$ cat src/shared/psm_consts.vh
`ifndef PSM_CONSTS_VH
`define PSM_CONSTS_VH
// Clock divider select codes (8 MHz / 2^sel)
`define PSM_DIV_W 3
`define PSM_DIV_RST 3'h4
// Power-up sequence timing
`define PSM_TIMER_OSC_HZ 32768
`define PSM_STARTUP_US 2500
`define PSM_STARTUP_CYC ((`PSM_STARTUP_US * `PSM_TIMER_OSC_HZ) / 1000000)
`define PSM_STEP_CYC (`PSM_STARTUP_CYC / 4)
`define PSM_WAKE_US 100
`define PSM_WAKE_CYC (((`PSM_WAKE_US * `PSM_TIMER_OSC_HZ) + 999999) / 1000000)
// Peripheral bus map
`define PSM_APB_SPAN 32'h0008_0000
`define PSM_SLOT_SIZE 32'h0000_4000
`define PSM_SLOT_BITS 14
`define PSM_SLOT_IDX_W 5
// Gate and retention widths
`define PSM_GATE_W 16
`define PSM_GATE_RST 16'hffff
`define PSM_APD_W 8
`define PSM_APD_RST 8'hff
`define PSM_GPREG_N 5
// Power control bits
`define PSM_MODE_SLEEP 2'h0
`define PSM_MODE_DPD 2'h1
`define PSM_ST_W 3
`endif

$ cat src/logic/psm_power_manager.v
// Behaviour
// RULE1: Low reset pin resets device, peripherals default, core restarts at address zero.
// RULE2: Other party holds wake pin high, then low at least 100 us, to exit.
// RULE3: Peripheral registers accessed only as aligned full 32-bit words.
// RULE4: Peripheral region spans 512 kB, each peripheral in a 16 kB slot.
// RULE5: System clock divided from 8 MHz, rates 8 MHz down to 62.5 kHz.
// RULE6: Divider defaults to 500 kHz after any reset.
// RULE7: Timer oscillator 32.768 kHz clocks power manager, cannot be disabled.
// RULE8: Gate register enables clock per peripheral; temperature sensor clock fixed.
// RULE9: Device reset from reset pin, watchdog or software request.
// RULE10: Battery switch stays open until reset pin rising edge or field power.
// RULE11: Battery used above 1.72 V; else field supply if higher.
// RULE12: Battery dropout or override switches to field at once, both directions.
// RULE13: Software can disable auto switch, comparator off, battery forced.
// RULE14: Without field power, manager can open battery switch, device off.
// RULE15: Brownout enabled raises interrupt when always-on voltage below 1.8 V.
// RULE16: Active 0/0 regs on; deep power-down 1/0 off; sleep 0/1 on.
// RULE17: Sequence: core regulator, analog regulator and flash, reset release, boot on flash.
// RULE18: Start-up from trigger to boot takes about 2.5 ms; code steps through three 21-cycle phases, about 2 ms.
// RULE19: Deep-sleep wakes on reset, timer, watchdog, wake pin, field, start logic.
// RULE20: Deep power-down wakes only on reset, timer, enabled wake pin, field.
// RULE21: Five always-on retention registers keep contents in deep power-down.
// RULE22: Power control picks sleep or deep power-down, flags, overrides; analog power-down.
// RULE23: Reset pin, wake pin and field detect synchronised before use.
// RULE24: Retention registers cleared only by always-on power-on reset.
`timescale 1ns/1ps
`include "psm_consts.vh"
module psm_power_manager (
    // Always-on timer clock and power-on reset
    input wire clk,
    input wire rst_b,
    // Pins and analog detectors
    input wire external_reset_pin,
    input wire wake_pin,
    input wire field_detect,
    input wire bat_above_thr,
    input wire field_above_bat,
    input wire alon_below_thr,
    input wire sysosc_stable,
    input wire flash_ready,
    // Core side events
    input wire wdt_reset,
    input wire wdt_irq,
    input wire sw_reset,
    input wire rtc_preset,
    input wire start_logic_irq,
    input wire core_sleep_req,
    input wire bat_off_req,
    // Control bits
    input wire [1:0] pd_mode_sel,
    input wire wake_pin_en,
    input wire field_wake_en,
    input wire brownout_en,
    input wire auto_switch_dis,
    input wire bat_override_off,
    input wire [`PSM_DIV_W-1:0] div_sel,
    input wire div_sel_we,
    input wire [`PSM_GATE_W-1:0] gate_val,
    input wire gate_we,
    input wire [`PSM_APD_W-1:0] apd_val,
    input wire apd_we,
    input wire [2:0] gp_idx,
    input wire [31:0] gp_wdata,
    input wire gp_we,
    input wire [31:0] bus_addr,
    input wire [2:0] bus_size,
    // Power switch and regulator controls
    output reg battery_power_switch,
    output reg field_power_switch,
    output reg core_regulator,
    output reg analog_regulator,
    output reg flash_en,
    output reg comparator_en,
    // Resets and boot
    output reg system_rst_b,
    output reg boot_go,
    output reg [31:0] boot_addr,
    // Clocks
    output reg [`PSM_DIV_W-1:0] sys_div_r,
    output reg [`PSM_GATE_W-1:0] clk_gate_r,
    output reg tsens_clk_en,
    output reg [`PSM_APD_W-1:0] apd_r,
    // Status
    output reg deep_powerdown_flag,
    output reg sleep_flag,
    output reg brownout_irq,
    output reg [31:0] gp_rdata,
    output wire bus_err,
    output wire [`PSM_SLOT_IDX_W-1:0] bus_slot
);

localparam [`PSM_ST_W-1:0] ST_OFF = 3'h0;
localparam [`PSM_ST_W-1:0] ST_CORE = 3'h1;
localparam [`PSM_ST_W-1:0] ST_ANA = 3'h2;
localparam [`PSM_ST_W-1:0] ST_BOOT = 3'h3;
localparam [`PSM_ST_W-1:0] ST_ACT = 3'h4;
localparam [`PSM_ST_W-1:0] ST_SLEEP = 3'h5;
localparam [`PSM_ST_W-1:0] ST_DPD = 3'h6;
localparam integer STEP_I = `PSM_STEP_CYC;
localparam integer WAKE_I = `PSM_WAKE_CYC;
localparam [11:0] STEP_CYC = STEP_I[11:0];
localparam [11:0] WAKE_CYC = WAKE_I[11:0];

// Word access check and slot decode
function word_ok;
    input [31:0] a;
    input [2:0] s;
    begin
        word_ok = (a[1:0] == 2'h0) && (s == 3'h2) && (a < `PSM_APB_SPAN);
    end
endfunction

// Saturating step for the phase counters
function [11:0] sat_inc;
    input [11:0] v;
    begin
        sat_inc = (v == 12'hfff) ? v : v + 12'h001;
    end
endfunction

// Analog domain and flash powered in this state
function ana_on;
    input [`PSM_ST_W-1:0] s;
    begin
        ana_on = (s >= ST_ANA) && (s != ST_DPD);
    end
endfunction

assign bus_err = ~word_ok(bus_addr, bus_size); // RULE3
assign bus_slot = bus_addr[`PSM_SLOT_BITS+`PSM_SLOT_IDX_W-1:`PSM_SLOT_BITS]; // RULE4

// Reset release
reg rs1_r, rs2_r;
always @(posedge clk or negedge rst_b) begin
    if (!rst_b) begin
        rs1_r <= 1'b0;
        rs2_r <= 1'b0;
    end else begin
        rs1_r <= 1'b1;
        rs2_r <= rs1_r;
    end
end
wire rst_n = rs2_r; // RULE7

// Input synchronisers
reg [2:0] s1_r, s2_r;
always @(posedge clk or negedge rst_n) begin
    if (!rst_n) begin
        s1_r <= 3'h1;
        s2_r <= 3'h1;
    end else begin
        s1_r <= {field_detect, wake_pin, external_reset_pin}; // RULE23
        s2_r <= s1_r;
    end
end
wire rstpin_s = s2_r[0];
wire wake_s = s2_r[1];
wire field_s = s2_r[2];

reg rstpin_d_r;
reg armed_r;
reg [`PSM_ST_W-1:0] st_r, st_nxt;
reg [11:0] cnt_r;
reg [11:0] wcnt_r;
reg wake_hi_r;

wire trig = (rstpin_s & ~rstpin_d_r) | field_s;
wire dev_rst = ~rstpin_s | wdt_reset | sw_reset; // RULE9
wire wake_ok = wake_pin_en & wake_hi_r & (wcnt_r >= WAKE_CYC); // RULE2
wire ds_wake = ~rstpin_s | rtc_preset | wdt_irq | wdt_reset | wake_s == 1'b0
    | (field_wake_en & field_s) | start_logic_irq; // RULE19
wire dpd_wake = ~rstpin_s | rtc_preset | wake_ok | (field_wake_en & field_s); // RULE20

// Wake pin low-time counter
always @(posedge clk or negedge rst_n) begin
    if (!rst_n) begin
        wcnt_r <= 12'h000;
        wake_hi_r <= 1'b0;
    end else begin
        if (st_r != ST_DPD)
            wake_hi_r <= wake_s;
        if (wake_s)
            wcnt_r <= 12'h000;
        else
            wcnt_r <= sat_inc(wcnt_r);
    end
end

// Power state machine
always @* begin
    st_nxt = st_r;
    case (st_r)
        ST_OFF: if (armed_r) st_nxt = ST_CORE; // RULE17
        ST_CORE: if (cnt_r >= STEP_CYC) st_nxt = ST_ANA;
        ST_ANA: if (cnt_r >= STEP_CYC && sysosc_stable) st_nxt = ST_BOOT;
        ST_BOOT: if (cnt_r >= STEP_CYC && flash_ready) st_nxt = ST_ACT; // RULE18
        ST_ACT: begin
            if (bat_off_req && !field_s)
                st_nxt = ST_OFF; // RULE14
            else if (core_sleep_req)
                st_nxt = (pd_mode_sel == `PSM_MODE_DPD) ? ST_DPD : ST_SLEEP; // RULE22
        end
        ST_SLEEP: if (ds_wake) st_nxt = ST_ACT;
        ST_DPD: if (dpd_wake) st_nxt = ST_CORE;
        default: st_nxt = ST_OFF;
    endcase
    if (dev_rst && st_r >= ST_BOOT)
        st_nxt = ST_BOOT; // RULE1
end

always @(posedge clk or negedge rst_n) begin
    if (!rst_n) begin
        st_r <= ST_OFF;
        cnt_r <= 12'h000;
        rstpin_d_r <= 1'b1;
        armed_r <= 1'b0;
    end else begin
        st_r <= st_nxt;
        if (st_nxt != st_r || dev_rst)
            cnt_r <= 12'h000;
        else
            cnt_r <= sat_inc(cnt_r);
        rstpin_d_r <= rstpin_s;
        if (trig)
            armed_r <= 1'b1; // RULE10
        else if (st_nxt == ST_OFF && st_r == ST_ACT)
            armed_r <= 1'b0;
    end
end

// Outputs and control registers
always @(posedge clk or negedge rst_n) begin
    if (!rst_n) begin
        battery_power_switch <= 1'b0;
        field_power_switch <= 1'b0;
        core_regulator <= 1'b0;
        analog_regulator <= 1'b0;
        flash_en <= 1'b0;
        comparator_en <= 1'b1;
        system_rst_b <= 1'b0;
        boot_go <= 1'b0;
        boot_addr <= 32'h0000_0000;
        sys_div_r <= `PSM_DIV_RST;
        clk_gate_r <= `PSM_GATE_RST;
        tsens_clk_en <= 1'b1;
        apd_r <= `PSM_APD_RST;
        deep_powerdown_flag <= 1'b0;
        sleep_flag <= 1'b0;
        brownout_irq <= 1'b0;
    end else begin
        comparator_en <= ~auto_switch_dis; // RULE13
        if (!armed_r) begin
            battery_power_switch <= 1'b0;
            field_power_switch <= 1'b0;
        end else if (auto_switch_dis) begin
            battery_power_switch <= 1'b1;
            field_power_switch <= 1'b0;
        end else if (bat_above_thr && !bat_override_off) begin
            battery_power_switch <= 1'b1; // RULE11
            field_power_switch <= 1'b0;
        end else begin
            battery_power_switch <= 1'b0; // RULE12
            field_power_switch <= field_s & (field_above_bat | bat_override_off);
        end
        core_regulator <= (st_nxt != ST_OFF) && (st_nxt != ST_DPD); // RULE16
        analog_regulator <= ana_on(st_nxt);
        flash_en <= ana_on(st_nxt);
        deep_powerdown_flag <= (st_nxt == ST_DPD);
        sleep_flag <= (st_nxt == ST_SLEEP);
        system_rst_b <= (st_nxt >= ST_BOOT) && (st_nxt != ST_DPD) && !dev_rst;
        boot_go <= (st_r == ST_BOOT) && (st_nxt == ST_ACT);
        boot_addr <= 32'h0000_0000; // RULE1
        if (st_nxt == ST_BOOT) begin
            sys_div_r <= `PSM_DIV_RST; // RULE6
            clk_gate_r <= `PSM_GATE_RST;
            apd_r <= `PSM_APD_RST;
        end else begin
            if (div_sel_we)
                sys_div_r <= div_sel; // RULE5
            if (gate_we)
                clk_gate_r <= gate_val; // RULE8
            if (apd_we)
                apd_r <= apd_val; // RULE22
        end
        tsens_clk_en <= 1'b1; // RULE8
        brownout_irq <= brownout_en & alon_below_thr; // RULE15
    end
end

// Retention registers, power-on reset only
reg [31:0] gp_mem [0:`PSM_GPREG_N-1];
integer i;
always @(posedge clk or negedge rst_b) begin
    if (!rst_b) begin
        for (i = 0; i < `PSM_GPREG_N; i = i + 1)
            gp_mem[i] <= 32'h0000_0000; // RULE24
    end else if (gp_we && gp_idx < `PSM_GPREG_N) begin
        gp_mem[gp_idx] <= gp_wdata; // RULE21
    end
end

always @(posedge clk or negedge rst_b) begin
    if (!rst_b)
        gp_rdata <= 32'h0000_0000;
    else
        gp_rdata <= (gp_idx < `PSM_GPREG_N) ? gp_mem[gp_idx] : 32'h0000_0000;
end

endmodule // psm_power_manager

$ cat config.mk
export PLATFORM = sky130hd
export DESIGN_NAME = psm_power_manager
export DESIGN_NICKNAME = d
export VERILOG_FILES = /design/src/logic/psm_power_manager.v
export VERILOG_INCLUDE_DIRS = /design/src /design/src/shared
export SDC_FILE = /design/constraint.sdc
export NUM_CORES = 1
export LEC_CHECK = 0
export BUFFER_PORTS_ARGS = -buffer_cell sky130_fd_sc_hd__buf_2
export CAP_MARGIN = 25
export CORE_UTILIZATION = 60
export DETAILED_ROUTE_END_ITERATION = 10
export PLACE_DENSITY_LB_ADDON = 0.12
export SLEW_MARGIN = 5
export SYNTH_ARGS = -nofsm -noshare
export SYNTH_HDL_FRONTEND = slang
export SYNTH_SLANG_ARGS = --single-unit
$ cat constraint.sdc
create_clock -name clk -period 3.2 [get_ports clk]
set_input_delay 0 -clock clk [delete_from_list [all_inputs] [get_ports clk]]
set_output_delay 0 -clock clk [all_outputs]
set_load 0.02 [all_outputs]
-- Word-level counts from Yosys, hierarchy flattened
Cells that the tools add are included.
- order comparisons: 9
- bitwise logic cells: 24
- muxes and demuxes: 36
- reductions and logical operators: 27
- equality and inequality tests: 19
- add/sub/neg operators: 2
- operators with widths (kind ; number):
    bitwise mux 160 bit ; 1
    2-to-1 mux 32 bit ; 4
    binary-select mux 32 bit (select 3 bit) ; 1
    demux 32 bit (select 3 bit) ; 1
    2-to-1 mux 12 bit ; 4
    2-to-1 mux 3 bit ; 11
    < comparator 32 x 20 -> 1 bit (second input constant) ; 1
    2-to-1 mux 16 bit ; 2
    adder 12 x 1 -> 12 bit (second input constant) ; 2
    == test 12 bit (second input constant) ; 2
    one-hot mux 3 bit (7 select lines) ; 1
    == test 3 bit (second input constant) ; 6
    2-to-1 mux 8 bit ; 2
    logical AND 1 bit ; 15
    == test 3 x 2 -> 1 bit (second input constant) ; 4
    greater-or-equal comparator 12 x 3 -> 1 bit (second input constant) ; 1
    greater-or-equal comparator 12 x 5 -> 1 bit (second input constant) ; 1
    OR 1 bit ; 12
    greater-or-equal comparator 3 x 2 -> 1 bit (second input constant) ; 3
    2-to-1 mux 1 bit ; 8
    nonzero test 2 bit ; 4
    bitwise AND 1 bit ; 6
    logical NOT 3 bit ; 2
    inequality test 3 bit (second input constant) ; 2
    14 further kinds ; 21
- bits in registers: 267
- output and inout port bits: 109
- word-level logic and storage cells: 146

-- Longest topological paths before layout
Gate-level depths: netlist of run 1.
- word-level depth: 14
- gate-level depth with buffers: 9
- gate-level depth less buffers: 7

-- Least setup slack after synthesis of run 1
Ideal clock, no wire load.
- path kind: reg-to-reg
- start point: register s2_r[0]
- end point: register clk_gate_r[10]
- stages on the path, launching flop included: 9
- arrival: 2.194 ns
- buffers on the path: 2
- required time: 3.122 ns
- library setup time: 0.078 ns
- setup slack: 0.928 ns
- cell sequence: dfstp_2 or3b_1 o21ai_0 o21ai_1 or4_4 a21bo_1 buf_6 buf_6 nand2_1
- cells in the longest elaborated chain, start to end: 12
- elaborated cells on any way between the ends: 19
- classes of those cells: 1 x eq/ne; 5 x mux; 11 x bitwise; 2 x reduce/logical
- RTL lines (element ; line ; RTL):
    start, declared ; psm_power_manager.v:146 ; reg [2:0] s1_r, s2_r;
    start signal, assigned ; psm_power_manager.v:153 ; s2_r <= s1_r;
    NOT 1 bit * ; psm_power_manager.v:168, psm_power_manager.v:170, psm_power_manager.v:172 ;
    OR 1 bit ; psm_power_manager.v:170, psm_power_manager.v:172 ;
    OR 1 bit (3 in series) ; psm_power_manager.v:170 ; wire ds_wake = ~rstpin_s | rtc_preset | wdt_irq | wdt_reset | wake_s == 1'b0
    OR 1 bit (2 in series) ; psm_power_manager.v:171 ; | (field_wake_en & field_s) | start_logic_irq;
    2-to-1 mux 3 bit ; psm_power_manager.v:203 ; ST_SLEEP: if (ds_wake) st_nxt = ST_ACT;
    one-hot mux 3 bit (7 select lines) ; psm_power_manager.v:192 ; case (st_r)
    2-to-1 mux 3 bit * ; psm_power_manager.v:207 ; if (dev_rst && st_r >= ST_BOOT)
    via st_nxt[1] ; psm_power_manager.v:162 ; reg [`PSM_ST_W-1:0] st_r, st_nxt;
    == test 3 x 2 -> 1 bit * ; psm_power_manager.v:273 ; if (st_nxt == ST_BOOT) begin
    2-to-1 mux 16 bit / nonzero test 2 bit (equally long branches) ; - ;
    end signal, assigned ; psm_power_manager.v:244 ; clk_gate_r <= `PSM_GATE_RST;
    end signal, assigned ; psm_power_manager.v:275 ; clk_gate_r <= `PSM_GATE_RST;
    end signal, assigned ; psm_power_manager.v:281 ; clk_gate_r <= gate_val;
    end, declared ; psm_power_manager.v:80 ; output reg [`PSM_GATE_W-1:0] clk_gate_r,
Mark *: on every way through the listed nets, which the timed path passes. The rest lies on a longest branch.
A chain may end at the register's enable or synchronous reset.

-- Final worst setup path of run 1
- start point: register cnt_r[9]
- end point: register cnt_r[5]
- cells in the longest elaborated chain, start to end: 8
- elaborated cells on any way between the ends: 13
- classes of those cells: 1 x order compare; 3 x eq/ne; 6 x mux; 3 x reduce/logical
- RTL lines (element ; line ; RTL):
    start, declared ; psm_power_manager.v:163 ; reg [11:0] cnt_r;
    start signal, assigned ; psm_power_manager.v:222 ; cnt_r <= sat_inc(cnt_r);
    greater-or-equal comparator 12 x 5 -> 1 bit ; psm_power_manager.v:194, psm_power_manager.v:195, psm_power_manager.v:196 ;
    logical AND 1 bit (on tied branches) ; psm_power_manager.v:196, psm_power_manager.v:195 ;
    2-to-1 mux 3 bit (on tied branches) ; psm_power_manager.v:196, psm_power_manager.v:195 ;
    one-hot mux 3 bit (7 select lines) ; psm_power_manager.v:192 ;
    2-to-1 mux 3 bit ; psm_power_manager.v:207 ;
    inequality test 3 bit ; psm_power_manager.v:219 ; if (st_nxt != st_r || dev_rst)
    logical OR 1 bit ; psm_power_manager.v:219 ;
    inequality test 2 bit (no source line) / 2-to-1 mux 12 bit (equally long branches) ; - ;
Several ways; a longest one is shown, not always the timed one.

==> results of run 1 <==
[registers in the layout (all words and copies together), names as in the netlist, 3 cells and up]
name,count
gp_mem,160
st_r,3
cnt_r,12
sys_div_r,3
gp_rdata,32
clk_gate_r,16
wcnt_r,12
s2_r,3
s1_r,3
apd_r,8
[timing repair]
action / CTS / global route
hold endpoints to repair: 297 / 0
endpoints found under the setup margin: 0 / 0
hold buffers: 92 / 0
[per-layer routing]
metal  up-vias  GRT usage [%]
met5         -              0
met4         0          7.018
met3        40          4.273
met2       245          47.81
met1      4137          35.44
li1       3787              -
[cell families after synthesis]
group	share of synthesized area [%]
adders and majority gates	0.4231
AOI/OAI and AO/OA	8.758
xor gates and xnor gates	0.9626
and+or+nand+nor	7.182
buffers and inverters	4.887
other	0.06349
muxes	20.93
DFF	56.79
[cell type report]
| class | instances | area share [%] |
|---|---|---|
| sequential | 267 | 45.81 |
| inverter | 11 | 0.2815 |
| multi-input combinational | 577 | 31.86 |
| clock inverter | 7 | 0.4351 |
| clock buffer | 42 | 5.682 |
| tap | 260 | 2.218 |
| timing repair buffer | 292 | 13.71 |
[through the flow]
step	hold WS [ns]	cell area (um2)
2_1_floorplan	-0.2956	11950
3_3_place_gp	0.0001367	12850
3_5_place_dp	0.0001367	12850
4_1_cts	0.00005246	14670
5_1_grt	0.00003433	14670
6_report	0.000007779	14670
[power by group]
part / total, uW / internal [uW] / switching, uW
Combinational: 1300 / 708 / 593
Sequential: 4160 / 3900 / 255
Clock: 3150 / 1860 / 1280
[worst max-delay path, delay by kind of cell, from the launching register on]
kind / cells / cell delay (ns)
simple gates: 4 / 1.53
compound gates: 2 / 0.64
flops: 1 / 0.43
[cells in the mapped netlist, types with 5 or more instances]
library cell / count
dfrtp_1: 238
mux2_2: 195
a22oi_1: 64
nand2_1: 40
buf_4: 39
clkbuf_1: 39
o22ai_1: 32
dfstp_2: 29
mux2i_1: 28
nor2_1: 22
nand3_1: 21
buf_1: 13
and2_1: 12
inv_1: 11
nor4_1: 10
a211oi_1: 9
xor2_1: 9
a21oi_1: 8
o21ai_0: 8
nand4_1: 7
nor2b_1: 7
a31oi_1: 5
[final timing paths]
| kind | to | slack (ns) | cells after the start | start |
|---|---|---|---|---|
| max | cnt_r[5] | 0.48 | 6 | cnt_r[9] |
| min | bus_slot[3] | 0.000008 | 0 | bus_addr[17] |
| max reg2reg | cnt_r[5] | 0.48 | 6 | cnt_r[9] |
| min reg2reg | s2_r[2] | 0.35 | 0 | s1_r[2] |
| max in group asynchronous | comparator_en | 2.23 | 1 | rs2_r |
| min in group asynchronous | gp_mem[3] | 0.06 | 2 | rst_b |
==> qor.log, run 1 <==
[cts] CTS clock-pin slew for the worst setup and hold paths 0.06 ns
[timing] final count of negative-setup-slack endpoints 0
[place] gpl congestion 0.8425
[timing] transition at the pin with the smallest max-transition slack 0.8665 ns
[power_and_ir_drop] Max IR drop VDD 0.5201 mV
[timing] Rel. slew slack 41.42%
[detailed_routing] DRT Pass-1 Iters 5
[timing] highest clock rate 367.1 MHz
[place] Placement Setup Slack 0.5366 ns
[timing] setup ws final 0.4759 ns
[final_layout] final cell count without fillers 1456
[cts] TritonCTS Buffers 27
[final_layout] diode insertion count for antenna repair 0
[timing] number of max-slew violations in the final report 0
[global_route] global-route wire length before repair 43460 um
[yosys] count of yosys warnings during synthesis 0
[final_layout] most frequent cells in the layout dfrtp_1, mux2_2, buf_2
[cts] deepest level of the CTS H-tree 1
[yosys] flops & latches, synth 267
[final_layout] fin util 77.12%
[yosys] ys async rst share 100.0%
[detailed_routing] Antenna Violating Nets Remaining 0
[status] run status finished, final reports clean
[floorplan] height of the die 142.4 um
[setup_path] Worst path max stage delay 0.48 ns
[detailed_routing] routed metal-1 wire length 11530 um
[yosys] post-synth top area cell dfrtp_1
[detailed_routing] uppermost signal routing layer after detailed routing met4
[yosys] Main synth FF type dfrtp_1
[timing] unrepaired setup endpoints after global routing no
[power_and_ir_drop] total leakage power 0.006565 uW
[setup_path] startpoint types register
[detailed_routing] met2 layer wire length in the routed design 13620 um
[run] max-cap violation count 0
[cts] Skew-Pair Late Insertion Delay 0.54 ns
[cts] # Post-CTS Setup Buffers 0
[global_route] Overflow after GRT 0
[detailed_routing] vias 8209
[floorplan] effective utilization at floorplan 62.20%
[floorplan] top-level I/O count 234
[timing] final period demand of the worst path 2.724 ns
[detailed_routing] metal3 WL 1408 um
[floorplan] core region area 19020 um2
[place] Port Buffers 178
[setup_path] crit path cell chain nor4_1, nand2_1, a31o_2, nor3_1, nand3b_1, a211oi_1
[cts] CTS root buffer clkbuf_16
[yosys] Netlist Area Pre-Place 11830 um2
[cts] TritonCTS sink count 267
[setup_path] Worst Path Required 3.63 ns
[final_layout] sequential cell area 6719 um2
[place] HPWL reported at the end of detailed placement 16120 um
[final_layout] area of combinational cells with multiple inputs 4673 um2
[cts] TritonCTS clock tree done
[global_route] number of global-route vias before repair 8535
[global_route] maximum number of pins on one net before global-route repair 91
[power_and_ir_drop] total power density per cell area 587.1 nW/um2
[yosys] number of library cell types mapped by synthesis 60
[yosys] sequential cell area fraction in the yosys report 56.79%
[yosys] syn_area_per_cell 12.86 um2
[setup_path] worst setup path class register to register
[detailed_routing] vias per cell 5.638
[detailed_routing] final wirelength 27080 um
[setup_path] CP Max Fanout 12
[detailed_routing] detailed-route wire length per cell 18.60 um
[final_layout] layout cells sized above 1 40.30%
[setup_path] critical-path cell with the highest stage delay nor4_1
[final_layout] layout overhead on the synthesized area 23.99%
[yosys] top-area cell type share of the netlist area 50.35%
[detailed_routing] initial DRC count 389
[min_path] class of the most critical hold timing path input pin to output port
[final_layout] final net count 1305
[global_route] antenna violations before repair 0
[cts] clk buf depth 3
[floorplan] Die Outline Area 20280 um2
[yosys] EDFF count, synth 0
[detailed_routing] total DRC errors in the routed layout 0
[cts] count of cells resized by post-cts repair 0
[final_layout] most common library cell in the layout ignoring fill and taps dfrtp_1
[place] placed cell count 1315
[global_route] aggregate global-route resource usage 27.29%
[floorplan] floorplan row count 50
[power_and_ir_drop] post-layout total power 8610 uW
[timing] fraction of the cycle the final worst path needs 85.13%
[timing] Final Skew 0.01342 ns
[yosys] main area contributors after synthesis dfrtp_1, mux2_2, dfstp_2
[timing] number of hold-slack violations in the final timing report 0
[setup_path] endpoint class of the critical path register
[setup_path] arrival time reported for the critical path endpoint 3.15 ns
[yosys] count of mapped cells out of synthesis 920
[timing] summed negative setup slack over all endpoints 0 ns
[final_layout] number of fill cells in the layout 1215
[floorplan] x dimension of the die 142.4 um
Note: power is estimated with default switching activity, not from simulation.
==> inputs of run 2 (changes only) <==
Settings changed: MAX_ROUTING_LAYER from default to met4.
==> run 2 against run 1 <==
- sequential power is essentially flat
- maximum frequency shrank 0.18%
- clock skew shrank 0.00056 ns
- global-route usage grew 0.83 points
- final area is the same
- cell count is the same
- sequential share of layout area is the same
- register-to-register slack is essentially flat
- die area is the same
- sequential cell count is the same
- largest power group unchanged
==> qor.log, run 2 (synthesis results as in run 1) <==
[global_route] antenna violations before repair 0 [unchanged]
[power_and_ir_drop] total leakage power 0.006565 uW [unchanged]
[setup_path] worst-case register-to-register setup slack 0.47 ns [was 0.48 ns]
[setup_path] CP Max Fanout 12 [unchanged]
[cts] CTS root buffer clkbuf_16 [unchanged]
[detailed_routing] detailed-route wire length per cell 18.61 um [was 18.60 um]
[detailed_routing] vias per cell 5.630 [was 5.638]
[timing] summed negative setup slack over all endpoints 0 ns [unchanged]
[setup_path] worst setup path class register to register [unchanged]
[timing] unrepaired setup endpoints after global routing no [unchanged]
[min_path] Hold Path Sink bus_slot[3] [unchanged]
[floorplan] floorplan row count 50 [unchanged]
[final_layout] most common library cell in the layout ignoring fill and taps dfrtp_1 [unchanged]
[cts] deepest level of the CTS H-tree 1 [unchanged]
[final_layout] layout cells sized above 1 40.30% [unchanged]
[place] Port Buffers 178 [unchanged]
[cts] CTS clock-pin slew for the worst setup and hold paths 0.06 ns [about the same]
[global_route] global-route wire length before repair 43440 um [was 43460 um]
[floorplan] Die Outline Area 20280 um2 [unchanged]
[setup_path] FF-to-FF Start cnt_r[9] [unchanged]
[global_route] maximum number of pins on one net before global-route repair 91 [unchanged]
[setup_path] crit path cell chain nor4_1, nand2_1, a31o_2, nor3_1, nand3b_1, a211oi_1 [unchanged]
[cts] # Post-CTS Setup Buffers 0 [unchanged]
[detailed_routing] vias 8198 [was 8209]
[cts] clk buf depth 3 [unchanged]
[floorplan] effective utilization at floorplan 62.20% [unchanged]
[status] run status finished, final reports clean [unchanged]
[setup_path] Worst Path Required 3.63 ns [about the same]
[floorplan] height of the die 142.4 um [unchanged]
[detailed_routing] final wirelength 27090 um [was 27080 um]
[final_layout] max FFs per register 160 [unchanged]
[timing] Final Skew 0.01286 ns [was 0.01342 ns]
[floorplan] x dimension of the die 142.4 um [unchanged]
[detailed_routing] total DRC errors in the routed layout 0 [unchanged]
[timing] fraction of the cycle the final worst path needs 85.28% [was 85.13%]
[power_and_ir_drop] P_sw 2131 uW [was 2133 uW]
[final_layout] cell area after layout 14670 um2 [unchanged]
[final_layout] final net count 1305 [unchanged]
[timing] final period demand of the worst path 2.729 ns [was 2.724 ns]
[place] gpl congestion 0.8555 [was 0.8425]
[power_and_ir_drop] Max IR drop VDD 0.5196 mV [was 0.5201 mV]
[power_and_ir_drop] Internal Pwr Total 6477 uW [about the same]
[cts] count of cells resized by post-cts repair 0 [unchanged]
[power_and_ir_drop] clock network fraction of design power 36.5% [was 36.6%]
[detailed_routing] Antenna Violating Nets Remaining 0 [unchanged]
[final_layout] number of fill cells in the layout 1215 [unchanged]
[run] max-cap violation count 0 [unchanged]
[final_layout] layout overhead on the synthesized area 23.99% [unchanged]
[cts] post-cts hold buffer count 92 [unchanged]
[setup_path] arrival time reported for the critical path endpoint 3.16 ns [was 3.15 ns]
[global_route] aggregate global-route resource usage 28.12% [was 27.29%]
[timing] final count of negative-setup-slack endpoints 0 [unchanged]
[final_layout] register bank with the most flops gp_mem [unchanged]
[timing] number of hold-slack violations in the final timing report 0 [unchanged]
[setup_path] kind of cell adding the most delay to the critical path simple AND/OR/NAND/NOR gates [unchanged]
[final_layout] Top Registers gp_mem: 160 flops, gp_rdata: 32 flops, clk_gate_r: 16 flops [unchanged]
[detailed_routing] DRT Pass-1 Iters 5 [unchanged]
[setup_path] WP buf/inv 0 [unchanged]
[place] HPWL reported at the end of detailed placement 16120 um [unchanged]
[setup_path] startpoint types register [unchanged]
[final_layout] diode insertion count for antenna repair 0 [unchanged]
[cts] TritonCTS Buffers 27 [unchanged]
[global_route] Overflow after GRT 0 [unchanged]
[power_and_ir_drop] sequential cell fraction of total power 48.3% [about the same]
[power_and_ir_drop] total power density per cell area 586.9 nW/um2 [was 587.1 nW/um2]
[setup_path] r2r worst-path depth 6 [unchanged]
[floorplan] top-level I/O count 234 [unchanged]
[timing] highest clock rate 366.4 MHz [was 367.1 MHz]
[setup_path] Worst path max stage delay 0.50 ns [was 0.48 ns]
[detailed_routing] initial DRC count 375 [was 389]
[setup_path] critical-path cell with the highest stage delay nand3b_1 [was nor4_1]
[power_and_ir_drop] switching fraction of total power 24.75% [was 24.77%]
[global_route] number of global-route vias before repair 8530 [was 8535]
[floorplan] core region area 19020 um2 [unchanged]
[setup_path] capture instance of the worst register-to-register path cnt_r[5] [unchanged]
[cts] Skew-Pair Late Insertion Delay 0.54 ns [about the same]
[timing] Rel. slew slack 41.36% [was 41.42%]
[cts] TritonCTS clock tree done [unchanged]
[timing] number of max-slew violations in the final report 0 [unchanged]
[place] cell area after placement 12850 um2 [unchanged]
[cts] TritonCTS sink count 267 [unchanged]
[final_layout] most frequent cells in the layout dfrtp_1, mux2_2, buf_2 [unchanged]
[setup_path] endpoint class of the critical path register [unchanged]
[final_layout] fin util 77.12% [unchanged]
[min_path] startpoint of the most critical hold path bus_addr[17] [unchanged]
[min_path] class of the most critical hold timing path input pin to output port [unchanged]
[min_path] Worst Hold Depth 0 [unchanged]
[timing] transition at the pin with the smallest max-transition slack 0.8674 ns [was 0.8665 ns]
[power_and_ir_drop] share of power burned in combinational logic 15.1% [about the same]
[timing] Worst Hold Margin 0.000007779 ns [unchanged]
run 2: cell counts in the layout (fill, tap and decap cells not counted):
Identical to the previous run, type by type.
run 2: worst register-to-register path, cell delays in order (launching register included):
cell      delay [ns]
dfrtp_1         0.43
nor4_1          0.48
nand2_1         0.11
a31o_2          0.26
nor3_1          0.46
nand3b_1        0.50
a211oi_1        0.38
run 2: through the flow:
step / std cells / worst slack, ns / total power [uW]
global route: 1456 / 0.2499 / 8958
global placement: 1315 / 0.6163 / 5351
floorplan: 952 / 0.9277 / 5037
CTS: 1456 / 0.5114 / 8659
finish: 1456 / 0.4709 / 8608
detailed placement: 1315 / 0.5366 / 5416
run 2: metal layers:
metal	GRT usage, %	up-vias	part of all wire [%]
li1	-	3789	-
met1	35.49	4119	43
met2	47.91	244	50
met3	4.038	46	4.8
met4	7.018	0	2.1
met5	-	-	0
run 2: power groups by stage:
stage / clock (uW) / sequential [uW] / combinational [uW]
after floorplan: 0 / 4240 / 801
after global placement: 0 / 4180 / 1170
after detailed placement: 0 / 4210 / 1200
after CTS: 3200 / 4160 / 1300
after global routing: 3320 / 4220 / 1420
final: 3150 / 4160 / 1300
run 2: worst max path at each step:
stage | start | to | slack, ns | cells after the start
2_1_floorplan | s2_r[0] | clk_gate_r[10] | 0.93 | 8
3_3_place_gp | cnt_r[9] | cnt_r[0] | 0.62 | 6
3_5_place_dp | cnt_r[9] | cnt_r[5] | 0.54 | 6
4_1_cts | cnt_r[9] | cnt_r[5] | 0.51 | 6
5_1_grt | cnt_r[9] | cnt_r[1] | 0.25 | 6
6_report | cnt_r[9] | cnt_r[5] | 0.47 | 6
run 2: area by class of cell:
type / count / area [um2] / share of cell area [%]
Sequential cell: 267 / 6719 / 45.81
Multi-Input combinational cell: 577 / 4673 / 31.86
Timing Repair Buffer: 292 / 2011 / 13.71
Clock buffer: 42 / 833.3 / 5.682
Tap cell: 260 / 325.3 / 2.218
Clock inverter: 7 / 63.81 / 0.4351
Inverter: 11 / 41.29 / 0.2815
==> inputs of run 3 (changes only) <==
Settings changed: CTS_BUF_LIST from default to sky130_fd_sc_hd__clkbuf_2.
==> run 3 against run 2 <==
- die area is the same
- clock skew grew 0.049 ns
- clock power shrank 19%
- critical path depth grew 4
- non-clock buffer count grew 134
- critical endpoint is now sys_div_r[0]
==> qor.log, run 3 (synthesis results as in run 1) <==
[status] run status finished, final reports clean [unchanged]
[timing] number of max-slew violations in the final report 0 [unchanged]
[detailed_routing] detailed-route wire length per cell 19.49 um [was 18.61 um]
[global_route] aggregate global-route resource usage 33.35% [was 28.12%]
[global_route] antenna violations before repair 2 [was 0]
[power_and_ir_drop] Max IR drop VDD 0.4548 mV [was 0.5196 mV]
[place] Port Buffers 178 [unchanged]
[cts] CTS root buffer clkbuf_2 [was clkbuf_16]
[cts] clk buf depth 3 [unchanged]
[place] HPWL reported at the end of detailed placement 16120 um [unchanged]
[floorplan] core region area 19020 um2 [unchanged]
[cts] TritonCTS clock tree done [unchanged]
[final_layout] register bank with the most flops gp_mem [unchanged]
[final_layout] most frequent cells in the layout dfrtp_1, dlygate4sd3_1, mux2_2 [was dfrtp_1, mux2_2, buf_2]
[cts] deepest level of the CTS H-tree 3 [was 1]
[cts] Skew-Pair Late Insertion Delay 0.83 ns [was 0.54 ns]
[global_route] fraction of met2 tracks used by global routing 55.78% [was 47.91%]
[detailed_routing] total DRC errors in the routed layout 0 [unchanged]
[detailed_routing] DRT Pass-1 Iters 4 [was 5]
[global_route] met3 track demand over resource in global routing 7.604% [was 4.038%]
[timing] transition at the pin with the smallest max-transition slack 0.8750 ns [was 0.8674 ns]
[timing] final period demand of the worst path 3.161 ns [was 2.729 ns]
[floorplan] x dimension of the die 142.4 um [unchanged]
[floorplan] floorplan row count 50 [unchanged]
[detailed_routing] vias 9400 [was 8198]
[global_route] most used routing layer in global routing met2 [unchanged]
[setup_path] worst setup path class register to register [unchanged]
[setup_path] startpoint types register [unchanged]
[global_route] met1 Use GR 38.21% [was 35.49%]
[setup_path] Worst Path Required 3.91 ns [was 3.63 ns]
[final_layout] max FFs per register 160 [unchanged]
[global_route] global-route wire length before repair 50610 um [was 43440 um]
[power_and_ir_drop] total leakage power 0.007146 uW [was 0.006565 uW]
[min_path] class of the most critical hold timing path input pin to output port [unchanged]
[cts] TritonCTS Buffers 68 [was 27]
[final_layout] layout cells sized above 1 40.10% [was 40.30%]
[final_layout] number of fill cells in the layout 1053 [was 1215]
[setup_path] endpoint class of the critical path register [unchanged]
[place] cell area after placement 12850 um2 [unchanged]
[cts] CTS clock-pin slew for the worst setup and hold paths 0.12 ns [was 0.06 ns]
[final_layout] most common library cell in the layout ignoring fill and taps dfrtp_1 [unchanged]
[timing] Rel. slew slack 40.85% [was 41.36%]
[final_layout] layout overhead on the synthesized area 33.98% [was 23.99%]
[run] max-cap violation count 0 [unchanged]
[cts] TritonCTS sink count 267 [unchanged]
[timing] number of hold-slack violations in the final timing report 0 [unchanged]
[final_layout] cell area after layout 15850 um2 [was 14670 um2]
[detailed_routing] vias per cell 5.659 [was 5.630]
[power_and_ir_drop] total power density per cell area 513.6 nW/um2 [was 586.9 nW/um2]
[detailed_routing] initial DRC count 546 [was 375]
[detailed_routing] Antenna Violating Nets Remaining 0 [unchanged]
[global_route] number of global-route vias before repair 10057 [was 8530]
[detailed_routing] final wirelength 32370 um [was 27090 um]
[timing] Final Skew 0.06207 ns [was 0.01286 ns]
[timing] fraction of the cycle the final worst path needs 98.79% [was 85.28%]
[timing] highest clock rate 316.3 MHz [was 366.4 MHz]
[global_route] Overflow after GRT 0 [unchanged]
[setup_path] arrival time reported for the critical path endpoint 3.87 ns [was 3.16 ns]
[final_layout] Top Registers gp_mem: 160 flops, gp_rdata: 32 flops, clk_gate_r: 16 flops [unchanged]
[timing] final count of negative-setup-slack endpoints 0 [unchanged]
[floorplan] Die Outline Area 20280 um2 [unchanged]
[floorplan] height of the die 142.4 um [unchanged]
[floorplan] effective utilization at floorplan 62.20% [unchanged]
[place] gpl congestion 0.8555 [unchanged]
[place] Placement Setup Slack 0.5366 ns [unchanged]
[final_layout] final net count 1480 [was 1305]
[floorplan] top-level I/O count 234 [unchanged]
[global_route] maximum number of pins on one net before global-route repair 89 [was 91]
[timing] setup ws final 0.03868 ns [was 0.4709 ns]
[setup_path] CP Max Fanout 28 [was 12]
-- run 3: changes by cell type in the layout (fill, tap and decap cells not counted), sizes merged --
cell         delta
buf             +6
bufinv          +3
clkbuf         +58
clkinv          +5
clkinvlp        +2
diode           +2
dlygate4sd3   +128
inv             +1
-- run 3: area by class of cell --
| cell class | count | area [um2] | area share (%) |
|---|---|---|---|
| Clock buffer | 100 | 500.5 | 3.158 |
| Antenna cell | 2 | 5.005 | 0.03158 |
| Multi-Input combinational cell | 577 | 4713 | 29.74 |
| Tap cell | 260 | 325.3 | 2.053 |
| Timing Repair Buffer | 426 | 3361 | 21.21 |
| Clock inverter | 18 | 180.2 | 1.137 |
| Inverter | 11 | 41.29 | 0.2605 |
| Sequential cell | 267 | 6721 | 42.41 |
-- run 3: power by group --
group | leakage [uW] | internal, uW | total, uW | switching [uW]
clock network | 0.000496 | 1150 | 2560 | 1400
registers | 0.00323 | 3900 | 4160 | 262
logic | 0.00342 | 794 | 1430 | 631
-- run 3: worst paths after layout --
kind,startpoint,endpoint,slack [ns],depth (start not counted)
worst max-delay path,st_r[0],sys_div_r[0],0.04,10
worst min-delay path,bus_addr[16],bus_slot[2],0.000008,0
worst max register to register,st_r[0],sys_div_r[0],0.04,10
worst min register to register,s1_r[2],s2_r[2],0.34,0
max in group asynchronous,rs2_r,comparator_en,2.23,1
min in group asynchronous,rst_b,gp_mem[127],0.33,4
-- run 3: repair_timing --
action,CTS,global route
hold buffers,221,0
buffers inserted,0,5
hold endpoints to repair,442,0
gates resized for setup,0,11
setup endpoints to repair,0,40
-- run 3: per-stage QoR --
| step | TNS [ns] | util, % | total power, uW | instances | hold slack, ns |
|---|---|---|---|---|---|
| after detailed placement | 0 | 67.56 | 5416 | 1315 | 0.0001367 |
| after global placement | 0 | 67.56 | 5351 | 1315 | 0.0001367 |
| after floorplan | 0 | - | 5037 | 952 | -0.2956 |
| after global routing | -0.1260 | 83.33 | 8532 | 1661 | 0.00003433 |
| final | 0 | 83.33 | 8139 | 1661 | 0.000007783 |
| after CTS | 0 | 82.86 | 8116 | 1654 | 0.0001367 |
-- run 3: worst max-delay path, stage by stage, from the launching register on --
cell and delay (ns):
dfrtp_2 0.49, buf_4 0.16, nor3b_1 0.24, nand4_1 0.12, dlygate4sd3_1 0.56, o311ai_0 0.18
nor3_2 0.17, a21bo_1 0.21, buf_6 0.18, and2_1 0.16, dlygate4sd3_1 0.56
-- run 3: routing by layer --
layer / part of all wire (%) / vias up
met3: 6.3 / 102
li1: - / 4203
met2: 51 / 407
met1: 39 / 4688
met4: 3.5 / 0
met5: 0 / -
